## config.mk

```make
export PLATFORM = sky130hd
export DESIGN_NAME = aacg_core
export DESIGN_NICKNAME = d
export VERILOG_FILES = /design/src/aacg_pkg.sv /design/src/aacg_core.sv
export SDC_FILE = /design/constraint.sdc
export NUM_CORES = 1
export LEC_CHECK = 0
export ABC_AREA = 1
export CAP_MARGIN = 20
export CORE_ASPECT_RATIO = 0.75
export CORE_MARGIN = 2
export CORE_UTILIZATION = 50
export CTS_BUF_LIST = sky130_fd_sc_hd__clkbuf_8
export DETAILED_ROUTE_END_ITERATION = 7
export DONT_BUFFER_PORTS = 1
export PLACE_DENSITY = 0.68
export SLEW_MARGIN = 20
export SYNTH_ARGS = -nofsm -noshare
export SYNTH_HDL_FRONTEND = slang
export SYNTH_SLANG_ARGS = --single-unit
```

## constraint.sdc

```tcl
create_clock -name ref_clk_i -period 3.7 [get_ports ref_clk_i]
set_clock_uncertainty 0.05 [all_clocks]
set_input_delay 0.185 -clock ref_clk_i [delete_from_list [all_inputs] [get_ports ref_clk_i]]
set_output_delay 0.185 -clock ref_clk_i [all_outputs]
set_load 0.02 [all_outputs]
```

## src/aacg_pkg.sv

```systemverilog
// constants, state types and register map of the converter digital core
package aacg_pkg;

	// ----------------------------------------------------------------
	// register indices (byte index on the serial bus, word index on apb)
	// ----------------------------------------------------------------
	localparam logic [7:0] REG_GENERAL = 8'h00;
	localparam logic [7:0] REG_STATUS = 8'h01;
	localparam logic [7:0] REG_AVG = 8'h02;
	localparam logic [7:0] REG_CHAN = 8'h03;
	localparam logic [7:0] REG_SEQ = 8'h04;
	localparam logic [7:0] REG_PIN = 8'h05;
	localparam logic [7:0] REG_DIR = 8'h06;
	localparam logic [7:0] REG_DRIVE = 8'h07;
	localparam logic [7:0] REG_OUT = 8'h08;
	localparam logic [7:0] REG_IN = 8'h09;
	localparam logic [7:0] REG_ADDR = 8'h0A;
	localparam logic [7:0] REG_THI_L = 8'h0B;
	localparam logic [7:0] REG_THI_H = 8'h0C;
	localparam logic [7:0] REG_TLO_L = 8'h0D;
	localparam logic [7:0] REG_TLO_H = 8'h0E;
	localparam logic [7:0] REG_RES_FIRST = 8'h10;
	localparam logic [7:0] REG_RES_LAST = 8'h1F;

	// ----------------------------------------------------------------
	// field positions
	// ----------------------------------------------------------------
	localparam int GEN_CAL = 0;
	localparam int GEN_CRC_EN = 1;
	localparam int GEN_STATS = 2;
	localparam int GEN_CONVERSION_START_BIT = 3;
	localparam int GEN_APP_LSB = 4;
	localparam int GEN_NOTIFY = 6;
	localparam int GEN_HALT = 7;
	localparam int STAT_CRC = 0;
	localparam int STAT_DONE = 1;
	localparam int STAT_ALERT = 2;
	localparam int STAT_BUSY = 3;
	localparam int CHAN_AUTO = 4;

	// ----------------------------------------------------------------
	// values
	// ----------------------------------------------------------------
	localparam logic [1:0] APPEND_SELECT_SEL = 2'h2;
	localparam logic [6:0] ADDR_BASE = 7'h10;
	localparam logic [7:0] CRC_POLY = 8'h07;
	localparam logic [7:0] CRC_INIT = 8'h00;
	localparam logic [11:0] RST_THR_HI = 12'hFFF;
	localparam logic [1:0] STRAP_SETTLE = 2'h3;

	// ----------------------------------------------------------------
	// state types
	// ----------------------------------------------------------------
	typedef enum logic [2:0] {CV_IDLE = 3'h1, CV_CAL = 3'h2, CV_CONV = 3'h4} aacg_conv_t;
	typedef enum logic [6:0] {I_IDLE = 7'h01, I_ADDR = 7'h02, I_ACK = 7'h04, I_RX = 7'h08,
		I_TX = 7'h10, I_MACK = 7'h20, I_STR = 7'h40} aacg_i2c_t;

	typedef struct packed {
		aacg_conv_t cv;
		aacg_i2c_t ist;
		logic [7:0] gen;
		logic st_crc;
		logic st_done;
		logic st_alert;
		logic [2:0] oversample_ratio_field;
		logic [2:0] man_ch;
		logic auto_en;
		logic [7:0] seq;
		logic [7:0] pin;
		logic [7:0] dir;
		logic [7:0] drv;
		logic [7:0] out;
		logic [7:0] in_lvl;
		logic [6:0] i2c_addr;
		logic [11:0] thr_hi;
		logic [11:0] thr_lo;
		logic [7:0][15:0] res;
		logic [2:0] strap_m;
		logic [2:0] strap_s;
		logic [1:0] strap_cnt;
		logic strap_done;
		logic scl_m;
		logic scl_s;
		logic scl_d;
		logic sda_m;
		logic sda_s;
		logic sda_d;
		logic [7:0] gpio_m;
		logic [7:0] gpio_s;
		logic [31:0] prdata;
		logic pready;
		logic pslverr;
		logic [2:0] ch;
		logic [7:0] cnt;
		logic [18:0] sum;
		logic adc_start;
		logic cal_start;
		logic rd_req;
		logic [7:0] sh;
		logic [7:0] pend;
		logic [7:0] ptr;
		logic [3:0] bitn;
		logic rw;
		logic ptr_ok;
		logic expect_crc;
		logic [15:0] txw;
		logic [1:0] txi;
		logic scl_oe;
		logic sda_oe;
		logic [7:0] gpio_o;
		logic [7:0] gpio_oe;
		logic alert;
	} aacg_state_t;

endpackage : aacg_pkg

```

## src/aacg_core.sv

```systemverilog
// digital core of the eight-channel converter: apb registers, serial link, averager, gpio
//
// Behaviour
// - results are unsigned straight binary, 12 bits, step is supply over 4096.
// - codes run from 000h at bottom through 800h mid to FFFh at top.
// - writing the calibration bit starts offset calibration; hardware clears it when done.
// - strap is sampled once after reset; address kept until reset or programmed.
// - strap code selects one of eight addresses 10h to 17h.
// - one 3-bit oversample field serves all channels; averaged result is 16 bits.
// - host triggers only the first conversion; device makes the remaining ones.
// - an averaging read holds serial clock low until averaging completes.
// - statistics enable plus start bit averages without stretching; done flag, result registers.
// - autonomous mode averages each channel in the sequence mask in turn.
// - window comparator uses the top 12 bits of the 16-bit result.
// - with checking on, every sent byte gets a check byte and received ones after the address byte need one.
// - check byte uses polynomial x^8 + x^2 + x + 1.
// - byte checking is active only while the checksum enable bit is set.
// - a mismatching check byte discards the data and sets the check-error flag.
// - while check-error is set all writes except to the status register are refused; writing 1 clears it.
// - with notify set, a check error asserts the alert output.
// - append select 10b replaces the low nibble of each result returned on the serial link with the check-error and alert flags and two zero bits.
// - in autonomous mode, halt setting stops new conversions after a check error.
// - channel mode comes from digital-select, direction and drive-type bits.
// - output-level register drives each digital output channel.
// - input-level register reads the level of every digital input channel.
`timescale 1ns/100ps
module aacg_core
	import aacg_pkg::*;
(
	// clock and reset
	input wire logic ref_clk_i,
	input wire logic resetn_i,
	// apb slave
	input wire logic psel_i,
	input wire logic penable_i,
	input wire logic pwrite_i,
	input wire logic [7:0] paddr_i,
	input wire logic [31:0] pwdata_i,
	output logic [31:0] prdata_o,
	output logic pready_o,
	output logic pslverr_o,
	// serial link, open drain
	input wire logic scl_i,
	output logic scl_o,
	output logic scl_oe_o,
	input wire logic sda_i,
	output logic sda_o,
	output logic sda_oe_o,
	// address strap decoder
	input wire logic [2:0] addr_strap_i,
	// converter macro
	output logic adc_start_o,
	output logic [2:0] adc_chan_o,
	input wire logic adc_done_i,
	input wire logic [11:0] adc_code_i,
	output logic cal_start_o,
	input wire logic cal_done_i,
	// channel pins and alert
	input wire logic [7:0] gpio_i,
	output logic [7:0] gpio_o,
	output logic [7:0] gpio_oe_o,
	output logic alert_o
);

	// ----------------------------------------------------------------
	// helpers
	// ----------------------------------------------------------------
	function automatic logic [7:0] crc8(input logic [7:0] b);
		logic [7:0] c;
		c = CRC_INIT ^ b;
		for (int i = 0; i < 8; i++)
		begin
			c = c[7] ? ({c[6:0], 1'b0} ^ CRC_POLY) : {c[6:0], 1'b0};
		end
		return c;
	endfunction : crc8

	function automatic logic [2:0] next_chan(input logic [7:0] m, input logic [2:0] c);
		logic [2:0] r;
		logic [2:0] k;
		logic hit;
		r = c;
		hit = 1'b0;
		for (int i = 1; i <= 8; i++)
		begin
			k = c + 3'(i);
			if (!hit && m[k])
			begin
				r = k;
				hit = 1'b1;
			end
		end
		return r;
	endfunction : next_chan

	function automatic logic reg_hit(input logic [7:0] idx);
		return (idx <= REG_TLO_H) || (idx >= REG_RES_FIRST && idx <= REG_RES_LAST);
	endfunction : reg_hit

	function automatic logic [7:0] reg_read(input aacg_state_t st, input logic [7:0] idx);
		logic [15:0] r;
		r = st.res[idx[3:1]];
		case (idx)
			REG_GENERAL: return st.gen;
			REG_STATUS: return {4'h0, st.cv != CV_IDLE, st.st_alert, st.st_done, st.st_crc};
			REG_AVG: return {5'h00, st.oversample_ratio_field};
			REG_CHAN: return {3'h0, st.auto_en, 1'b0, st.man_ch};
			REG_SEQ: return st.seq;
			REG_PIN: return st.pin;
			REG_DIR: return st.dir;
			REG_DRIVE: return st.drv;
			REG_OUT: return st.out;
			REG_IN: return st.in_lvl;
			REG_ADDR: return {1'b0, st.i2c_addr};
			REG_THI_L: return st.thr_hi[7:0];
			REG_THI_H: return {4'h0, st.thr_hi[11:8]};
			REG_TLO_L: return st.thr_lo[7:0];
			REG_TLO_H: return {4'h0, st.thr_lo[11:8]};
			default: return reg_hit(idx) ? (idx[0] ? r[15:8] : r[7:0]) : 8'h00;
		endcase
	endfunction : reg_read

	// result word sent on a read, with status flags in place of the low nibble when append select is 10b
	function automatic logic [15:0] read_word(input aacg_state_t st);
		logic [15:0] r;
		r = st.res[st.man_ch];
		if (st.gen[GEN_APP_LSB+1:GEN_APP_LSB] == APPEND_SELECT_SEL)
		begin
			r = {r[15:4], st.st_crc, st.st_alert, 2'h0};
		end
		return r;
	endfunction : read_word

	function automatic logic [7:0] tx_byte(input logic [15:0] w, input logic [1:0] i);
		case (i)
			2'h0: return w[15:8];
			2'h1: return crc8(w[15:8]);
			2'h2: return w[7:0];
			default: return crc8(w[7:0]);
		endcase
	endfunction : tx_byte

	// ----------------------------------------------------------------
	// next state
	// ----------------------------------------------------------------
	aacg_state_t s;
	aacg_state_t next_s;

	always_comb
	begin
		logic scl_rise;
		logic scl_fall;
		logic start_c;
		logic stop_c;
		logic crc_en;
		logic rx_ok;
		logic [7:0] rx_byte;
		logic wr_en;
		logic [7:0] wr_idx;
		logic [7:0] wr_dat;
		logic set_crc;
		logic set_done;
		logic set_alert;
		logic start;
		logic [18:0] sum_nx;
		logic [7:0] cnt_nx;
		logic [22:0] scaled;
		logic [15:0] w;
		logic [1:0] ti;
		logic [7:0] b;
		logic [7:0] dout;
		logic [7:0] aidx;

		next_s = s;
		rx_ok = 1'b0;
		rx_byte = 8'h00;
		wr_en = 1'b0;
		wr_idx = 8'h00;
		wr_dat = 8'h00;
		set_crc = 1'b0;
		set_done = 1'b0;
		set_alert = 1'b0;
		start = 1'b0;
		sum_nx = s.sum + 19'(adc_code_i);
		cnt_nx = s.cnt + 8'h01;
		scaled = {sum_nx, 4'h0} >> s.oversample_ratio_field;
		w = read_word(s);
		ti = 2'h0;
		b = 8'h00;
		crc_en = s.gen[GEN_CRC_EN];
		aidx = {2'h0, paddr_i[7:2]};
		next_s.adc_start = 1'b0;
		next_s.cal_start = 1'b0;

		// synchronisers
		next_s.scl_m = scl_i;
		next_s.scl_s = s.scl_m;
		next_s.scl_d = s.scl_s;
		next_s.sda_m = sda_i;
		next_s.sda_s = s.sda_m;
		next_s.sda_d = s.sda_s;
		next_s.gpio_m = gpio_i;
		next_s.gpio_s = s.gpio_m;
		next_s.strap_m = addr_strap_i;
		next_s.strap_s = s.strap_m;
		scl_rise = s.scl_s & ~s.scl_d;
		scl_fall = ~s.scl_s & s.scl_d;
		start_c = s.scl_s & s.scl_d & s.sda_d & ~s.sda_s;
		stop_c = s.scl_s & s.scl_d & ~s.sda_d & s.sda_s;

		// strap is caught once, a few cycles after reset release so the synchroniser has settled
		if (!s.strap_done)
		begin
			if (s.strap_cnt == STRAP_SETTLE)
			begin
				next_s.i2c_addr = ADDR_BASE | {4'h0, s.strap_s};
				next_s.strap_done = 1'b1;
			end
			else
			begin
				next_s.strap_cnt = s.strap_cnt + 2'h1;
			end
		end

		// ----------------------------------------------------------------
		// serial link
		// ----------------------------------------------------------------
		case (s.ist)
			I_IDLE:
			begin
				next_s.ist = I_IDLE;
			end
			I_ADDR, I_RX:
			begin
				if (scl_rise)
				begin
					next_s.sh = {s.sh[6:0], s.sda_s};
					next_s.bitn = s.bitn + 4'h1;
				end
				if (scl_fall && s.bitn == 4'h8)
				begin
					next_s.bitn = 4'h0;
					if (s.ist == I_ADDR)
					begin
						if (s.sh[7:1] == s.i2c_addr)
						begin
							next_s.rw = s.sh[0];
							next_s.sda_oe = 1'b1;
							next_s.ist = I_ACK;
						end
						else
						begin
							next_s.ist = I_IDLE;
						end
					end
					else
					begin
						next_s.sda_oe = 1'b1;
						next_s.ist = I_ACK;
						if (s.expect_crc)
						begin
							next_s.expect_crc = 1'b0;
							if (s.sh == crc8(s.pend))
							begin
								rx_ok = 1'b1;
								rx_byte = s.pend;
							end
							else
							begin
								set_crc = 1'b1;
							end
						end
						else if (crc_en)
						begin
							next_s.pend = s.sh;
							next_s.expect_crc = 1'b1;
						end
						else
						begin
							rx_ok = 1'b1;
							rx_byte = s.sh;
						end
					end
				end
			end
			I_ACK:
			begin
				if (scl_fall)
				begin
					next_s.sda_oe = 1'b0;
					if (!s.rw)
					begin
						next_s.ist = I_RX;
					end
					else
					begin
						next_s.scl_oe = 1'b1;
						next_s.rd_req = ~s.auto_en;
						next_s.ist = I_STR;
					end
				end
			end
			I_STR:
			begin
				if (!s.rd_req && (s.cv == CV_IDLE || s.auto_en))
				begin
					next_s.txw = w;
					next_s.txi = 2'h0;
					next_s.sh = w[15:8];
					next_s.sda_oe = ~w[15];
					next_s.bitn = 4'h0;
					next_s.scl_oe = 1'b0;
					next_s.ist = I_TX;
				end
			end
			I_TX:
			begin
				if (scl_fall)
				begin
					if (s.bitn == 4'h7)
					begin
						next_s.sda_oe = 1'b0;
						next_s.ist = I_MACK;
					end
					else
					begin
						next_s.sh = {s.sh[6:0], 1'b0};
						next_s.sda_oe = ~s.sh[6];
						next_s.bitn = s.bitn + 4'h1;
					end
				end
			end
			I_MACK:
			begin
				if (scl_rise && s.sda_s)
				begin
					next_s.ist = I_IDLE;
				end
				else if (scl_fall)
				begin
					ti = s.txi + (crc_en ? 2'h1 : 2'h2);
					b = tx_byte(s.txw, ti);
					next_s.txi = ti;
					next_s.sh = b;
					next_s.sda_oe = ~b[7];
					next_s.bitn = 4'h0;
					next_s.ist = I_TX;
				end
			end
			default:
			begin
				next_s.ist = I_IDLE;
			end
		endcase
		if (start_c)
		begin
			next_s.ist = I_ADDR;
			next_s.bitn = 4'h0;
			next_s.sda_oe = 1'b0;
			next_s.ptr_ok = 1'b0;
			next_s.expect_crc = 1'b0;
		end
		else if (stop_c)
		begin
			next_s.ist = I_IDLE;
			next_s.sda_oe = 1'b0;
			next_s.scl_oe = 1'b0;
		end
		if (rx_ok)
		begin
			if (!s.ptr_ok)
			begin
				next_s.ptr = rx_byte;
				next_s.ptr_ok = 1'b1;
			end
			else
			begin
				wr_en = 1'b1;
				wr_idx = s.ptr;
				wr_dat = rx_byte;
				next_s.ptr = s.ptr + 8'h01;
			end
		end

		// ----------------------------------------------------------------
		// apb slave: read data captured in setup, answered and writes applied in the access cycle
		// ----------------------------------------------------------------
		next_s.pready = psel_i & ~penable_i;
		next_s.pslverr = 1'b0;
		next_s.prdata = 32'h0000_0000;
		if (psel_i && !penable_i)
		begin
			next_s.pslverr = (paddr_i[1:0] != 2'h0) || !reg_hit(aidx);
			if (!pwrite_i && !next_s.pslverr)
			begin
				next_s.prdata = {24'h00_0000, reg_read(s, aidx)};
			end
		end
		// the bus wins over a serial write landing in the same cycle
		if (psel_i && penable_i && s.pready && pwrite_i && !s.pslverr)
		begin
			wr_en = 1'b1;
			wr_idx = aidx;
			wr_dat = pwdata_i[7:0];
		end

		// ----------------------------------------------------------------
		// conversion and averaging engine
		// ----------------------------------------------------------------
		case (s.cv)
			CV_IDLE:
			begin
				if (s.gen[GEN_CAL])
				begin
					next_s.cal_start = 1'b1;
					next_s.cv = CV_CAL;
				end
				else if (s.rd_req)
				begin
					next_s.rd_req = 1'b0;
					next_s.ch = s.man_ch;
					start = 1'b1;
				end
				else if (s.gen[GEN_CONVERSION_START_BIT])
				begin
					next_s.gen[GEN_CONVERSION_START_BIT] = 1'b0;
					next_s.ch = s.man_ch;
					start = 1'b1;
				end
				else if (s.auto_en && s.seq != 8'h00 && !(s.gen[GEN_HALT] && s.st_crc))
				begin
					next_s.ch = s.seq[s.ch] ? s.ch : next_chan(s.seq, s.ch);
					start = 1'b1;
				end
				if (start)
				begin
					next_s.adc_start = 1'b1;
					next_s.cnt = 8'h00;
					next_s.sum = 19'h0_0000;
					next_s.cv = CV_CONV;
				end
			end
			CV_CAL:
			begin
				if (cal_done_i)
				begin
					next_s.gen[GEN_CAL] = 1'b0;
					next_s.cv = CV_IDLE;
				end
			end
			CV_CONV:
			begin
				if (adc_done_i)
				begin
					if (cnt_nx == (8'h01 << s.oversample_ratio_field))
					begin
						next_s.res[s.ch] = scaled[15:0];
						set_done = s.gen[GEN_STATS];
						set_alert = (scaled[15:4] > s.thr_hi) || (scaled[15:4] < s.thr_lo);
						next_s.cv = CV_IDLE;
						if (s.auto_en)
						begin
							next_s.ch = next_chan(s.seq, s.ch);
						end
					end
					else
					begin
						next_s.sum = sum_nx;
						next_s.cnt = cnt_nx;
						next_s.adc_start = 1'b1;
					end
				end
			end
			default:
			begin
				next_s.cv = CV_IDLE;
			end
		endcase

		// ----------------------------------------------------------------
		// register writes, then hardware flag sets so a set beats a clear
		// ----------------------------------------------------------------
		if (wr_en && reg_hit(wr_idx) && (!s.st_crc || wr_idx == REG_STATUS))
		begin
			case (wr_idx)
				REG_GENERAL: next_s.gen = wr_dat;
				REG_STATUS:
				begin
					next_s.st_crc = s.st_crc & ~wr_dat[STAT_CRC];
					next_s.st_done = s.st_done & ~wr_dat[STAT_DONE];
					next_s.st_alert = s.st_alert & ~wr_dat[STAT_ALERT];
				end
				REG_AVG: next_s.oversample_ratio_field = wr_dat[2:0];
				REG_CHAN:
				begin
					next_s.man_ch = wr_dat[2:0];
					next_s.auto_en = wr_dat[CHAN_AUTO];
				end
				REG_SEQ: next_s.seq = wr_dat;
				REG_PIN: next_s.pin = wr_dat;
				REG_DIR: next_s.dir = wr_dat;
				REG_DRIVE: next_s.drv = wr_dat;
				REG_OUT: next_s.out = wr_dat;
				REG_ADDR: next_s.i2c_addr = wr_dat[6:0];
				REG_THI_L: next_s.thr_hi[7:0] = wr_dat;
				REG_THI_H: next_s.thr_hi[11:8] = wr_dat[3:0];
				REG_TLO_L: next_s.thr_lo[7:0] = wr_dat;
				REG_TLO_H: next_s.thr_lo[11:8] = wr_dat[3:0];
				default: next_s.ptr_ok = next_s.ptr_ok;
			endcase
		end
		next_s.st_crc = next_s.st_crc | set_crc;
		next_s.st_done = next_s.st_done | set_done;
		next_s.st_alert = next_s.st_alert | set_alert;

		// ----------------------------------------------------------------
		// channel pins and alert
		// ----------------------------------------------------------------
		dout = next_s.pin & next_s.dir;
		next_s.gpio_o = next_s.out & dout;
		next_s.gpio_oe = dout & (next_s.drv | ~next_s.out);
		next_s.in_lvl = s.gpio_s & s.pin & ~s.dir;
		next_s.alert = next_s.st_alert | (next_s.st_crc & next_s.gen[GEN_NOTIFY]);
	end

	// ----------------------------------------------------------------
	// state register
	// ----------------------------------------------------------------
	always_ff @(posedge ref_clk_i or negedge resetn_i)
	begin
		if (!resetn_i)
		begin
			s <= '0;
			s.cv <= CV_IDLE;
			s.ist <= I_IDLE;
			s.thr_hi <= RST_THR_HI;
			s.i2c_addr <= ADDR_BASE;
		end
		else
		begin
			s <= next_s;
		end
	end

	// open-drain lines only ever pull low
	assign scl_o = 1'b0;
	assign sda_o = 1'b0;
	assign scl_oe_o = s.scl_oe;
	assign sda_oe_o = s.sda_oe;
	assign prdata_o = s.prdata;
	assign pready_o = s.pready;
	assign pslverr_o = s.pslverr;
	assign adc_start_o = s.adc_start;
	assign adc_chan_o = s.ch;
	assign cal_start_o = s.cal_start;
	assign gpio_o = s.gpio_o;
	assign gpio_oe_o = s.gpio_oe;
	assign alert_o = s.alert;

endmodule : aacg_core

```

== After elaboration in Yosys (flattened, before gate mapping) ==
Index checks and enable logic that the tools add are counted.

* Register bits: 401
* Bits in writable memories: 0
* Word-level logic and storage cells: 630
* Bits in read-only memories: 0
* Output and inout port bits: 60
* Memories kept: 0
* Latch bits: 0

* Bitwise operators: 64
* Multiply operators: 0
* Order comparisons: 19
* Shift-type cells: 2
* Mux-type cells: 294
* $add $sub $neg: 13
* Divide/modulo/power cells: 0
* Reductions and logical operators: 94
* Eq/ne operators: 80

{| class="wikitable"
|+ Operators with widths
! kind !! number
|-
| two-way mux 8 bit || 33
|-
| two-way mux 3 bit || 54
|-
| two-way mux 1 bit || 142
|-
| bitwise mux 128 bit || 1
|-
| one-hot mux 8 bit (15 select lines) || 1
|-
| two-way mux 7 bit || 15
|-
| binary-select mux 16 bit (select 3 bit) || 2
|-
| NOT 3 bit || 24
|-
| two-way mux 31 bit || 2
|-
| one-hot mux 31 bit (2 select lines) || 1
|-
| two-way mux 57 bit || 1
|-
| two-way mux 28 bit || 2
|-
| demux 16 bit (select 3 bit) || 1
|-
| equality test 8 x 4 -> 1 bit, second input constant || 6
|-
| two-way mux 16 bit || 3
|-
| two-way mux 4 bit || 12
|-
| equality test 6 x 4 -> 1 bit, second input constant || 7
|-
| AND 8 bit || 5
|-
| less-than comparator 3 x 4 -> 1 bit, second input constant || 10
|-
| inequality test 4 bit, second input constant || 10
|-
| one-hot mux 7 bit (5 select lines) || 1
|-
| equality test 8 x 3 -> 1 bit, second input constant || 4
|-
| one-hot mux 8 bit (4 select lines) || 1
|-
| logical AND 1 bit || 31
|-
| other kinds (79) || 197
|}

== Longest topological paths before layout ==
* Depth after elaboration: 66
* Depth in mapped cells: 34
* Depth with buffers taken out: 34

== Worst setup path after synthesis ==
No wires, ideal clock.

* Path type: reg-to-reg
* Start: register s[71] (netlist bit)
* End: register s (netlist bit alert_o)
* Stages on the path, launching flop included: 34
* Required time: 3.532 ns
* Slack: -0.267 ns
* Buffers on the path: 0
* Setup time: 0.118 ns
* Arrival time: 3.800 ns
* Cells stage by stage: dfrtp_1 > ha_1 > inv_1 > fa_1 > nand3b_1 > nand2_1 > a21oi_1 > o21ai_0 > nand2_1 > nand2_1 > nand2_1 > nand2_1 > nand3_1 > nor2_1 > nand2_1 > nand2_1 > nand2_1 > nand2_1 > nand2_1 > nand2_1 > nand2_1 > and3_1 > ha_1 > nand2_1 > inv_1 > nand3_1 > nor3_1 > nand4_1 > o21ai_0 > nand2_1 > nand2_1 > nand2_1 > inv_1 > nand2_1

{| class="wikitable"
|+ RTL lines
! what !! line !! RTL
|-
| start: declaration || aacg_core.sv:146 || <nowiki>aacg_state_t s;</nowiki>
|-
| start signal: assignment || aacg_core.sv:541 || <nowiki>s <= next_s;</nowiki>
|}

==> impl_metrics.ini <==
[critical_path]
worst_setup_path_end_kind = flip-flop
worst-setup-path-type = flip-flop to flip-flop
critical_path.top_delay_family = buffers and inverters
slowest_delay_ns = 0.38
cp_num_buf_inv = 10
worst-endpoint-arrival_ns = 4.54
worst-path-max-fanout = 4
worst_r2r_startpoint = s[74]
crit_path_start_kind = flip-flop
cp.required_ns = 4.22
cp_slowest_cell = sky130_fd_sc_hd__dfrtp_1
cp-startpoint = s[74]

[timing]
setup-violations-final = 2
timing.max_slew.rel_slack = 0.273
worst_slack_on_hold_paths_ns = -0.861
max_freq_mhz = 249
max_slew.worst_pin.slew_ns = 1.06
post-route-worst-setup-slack_ns = -0.316
setup_total_negative_slack_ns = -0.548
rsz0062_at_grt = true
hold_violations = 377
post_layout_min_period_ns = 4.02
period_utilization = 1.09
maxSlewViolCount = 0

[routing]
drc_errors = 0
dr.first_iter.drc_count = 2591
detail_route.wl_per_cell_um = 20.0
drt_wl_total_mm = 75.2
drt_pre_antenna_iters = 6
routed-via-count = 21690
avgViaCountPerCell = 5.78
drtAntennaViolNets = 0

[grt]
vias_in_the_first_global_route = 20600
wire_length_of_the_first_global_routing_pass_mm = 117
globalRouteTotalUtil = 0.326
grt_antenna_before_repair = 3
grt_overflow_total = 0
grt_max_degree = 378

[place]
buffer_ports.inserted = 0
detailed_place_hpwl_mm = 52.9
routabilityCongestion = 0.982
pre_cts_slack_ns = -0.406

[finish]
antenna_cells = 0
layout-area-overhead-vs-synth_pct = 14.1
finalNetCount = 3252
layout-drive-gt1-share = 0.117

[clocking]
tritoncts_clock_tree = done
worst_setup_hold_path_clk_slew_ns = 0.07
tritoncts_num_sinks = 377
insertion_delay_ns = 0.69
htree_levels = 2
cts.path.max_buffers = 3
clock_tree.root_cell = sky130_fd_sc_hd__clkbuf_8
cts-buffers-inserted = 59
cts_hold_buffers = 55

[outcome]
violated_checks = negative hold slack, negative setup slack
status = finished with violations

[synth]
synth.cells.most_frequent = 812 x sky130_fd_sc_hd__nand2_1, 362 x sky130_fd_sc_hd__dfrtp_1, 354 x sky130_fd_sc_hd__o21ai_0, 320 x sky130_fd_sc_hd__inv_1, 183 x sky130_fd_sc_hd__nor2_1
synth_area_leaders = sky130_fd_sc_hd__dfrtp_1 41%, sky130_fd_sc_hd__nand2_1 14%, sky130_fd_sc_hd__o21ai_0 7.9%
synthMostInstantiatedCell = sky130_fd_sc_hd__nand2_1
yosys.area.top_type = sky130_fd_sc_hd__dfrtp_1
synth_largest_type_area_fraction = 0.406
synth-edff-count = 0
synthArstFlopShare = 1.00
synth-seq-cells = 377
syn_avg_cell_area_sq_um = 7.44
ys_dominant_reg_cell = sky130_fd_sc_hd__dfrtp_1
synth_cell_type_count = 63
synth_warnings = 0
netlist_instances = 2999
post_synth_instance_area_sq_um = 22300
synth.yosys.seq_area_share = 0.424

[run]
max_cap_viol_count = 0

[hold_path]
hold_path_class = input port to async pin

[floorplanning]
design.die.area_sq_um = 46300
dieWidth_um = 248
die-height_um = 187
core_area_sq_um = 43700
boundaryPins = 132
floorplan.initialDensity = 0.511
placement_rows = 66

[power]
finalPower_mw = 9.19
power-per-cell-area_nw_per_um2 = 361
total_leakage_power_nw = 11.9
max-vdd-ir-drop_mv = 0.384
==> registers in the layout, summed over array words and instances (netlist names), 3 cells and up <==
signal,cells
adc_chan_o,3
gpio_o,8
gpio_oe_o,8
next_s,15
prdata_o,8
s,328
==> where the power goes <==
part           internal (mW)  total (mW)  switching, mW  leakage (nW)
Clock                   2.05        3.85           1.80         0.703
Sequential              4.17        4.23         0.0597          4.88
Combinational          0.395        1.11          0.718          6.27
==> cell families after synthesis <==
family / synth area share
simple gates: 0.252
xor+xnor: 0.0255
buf+inv: 0.0953
flops: 0.424
fa+ha+maj: 0.0273
other cells: 0.000168
compound gates: 0.175
mux: 0.000898
==> metrics by stage <==
stage               cell area, sq um   util  std cells
finish                         25500  0.583       3753
detailed placement             23400  0.535       3581
global route                   25500  0.583       3753
CTS                            25300  0.578       3750
global placement               23400  0.535       3580
floorplan                      22400      -       3024
==> area by class of cell <==
type	instances	area (sq um)
clock buffer	69	950
clock inverter	35	299
fill	4031	18200
inverter	338	1270
multi-input combinational	2147	11100
sequential	377	9460
tap	578	723
timing repair buffer	209	1710
==> placed cells by master (no fill, tap or decap), types with 14 or more instances in the layout <==
master,instances
sky130_fd_sc_hd__clkbuf_8,69
sky130_fd_sc_hd__a31oi_1,16
sky130_fd_sc_hd__inv_1,329
sky130_fd_sc_hd__dfstp_2,15
sky130_fd_sc_hd__nor3_1,31
sky130_fd_sc_hd__dlygate4sd3_1,55
sky130_fd_sc_hd__a21oi_1,135
sky130_fd_sc_hd__o211ai_1,21
sky130_fd_sc_hd__inv_2,19
sky130_fd_sc_hd__ha_1,42
sky130_fd_sc_hd__nor2_1,181
sky130_fd_sc_hd__xor2_1,35
sky130_fd_sc_hd__xnor2_1,29
sky130_fd_sc_hd__nand2_1,800
sky130_fd_sc_hd__dfrtp_1,359
sky130_fd_sc_hd__nand2_2,17
sky130_fd_sc_hd__o21ai_1,47
sky130_fd_sc_hd__o22ai_1,42
sky130_fd_sc_hd__nand4_1,51
sky130_fd_sc_hd__buf_4,152
sky130_fd_sc_hd__conb_1,26
sky130_fd_sc_hd__o21ai_0,346
sky130_fd_sc_hd__clkinv_2,14
sky130_fd_sc_hd__nand3_1,158
==> final timing paths <==
path | cells after the start | endpoint | slack [ns]
worst max-delay path | 29 | alert_o | -0.32
worst max register to register | 29 | alert_o | -0.32
worst min register to register | 0 | s[141] | 0.30
min in group ref_clk_i | 6 | s[323] | 0.05
max in group asynchronous | 0 | s[138] | 3.67
worst min-delay path | 0 | s[247] | -0.86
==> layer usage <==
layer,vias up,part of all wire,GRT usage
li1,10139,-,-
met1,10217,0.43,0.468
met2,1143,0.41,0.451
met3,187,0.12,0.106
met4,4,0.038,0.126
met5,-,0.00032,0
==> repair_timing <==
action | CTS | global route
gates resized for setup | 14 | 41
buffers inserted | 10 | 4
setup endpoints to repair | 2 | 28
pin swaps | 12 | 28
hold endpoints to repair | 437 | 377
No activity file was read; power rests on OpenSTA's default activity.
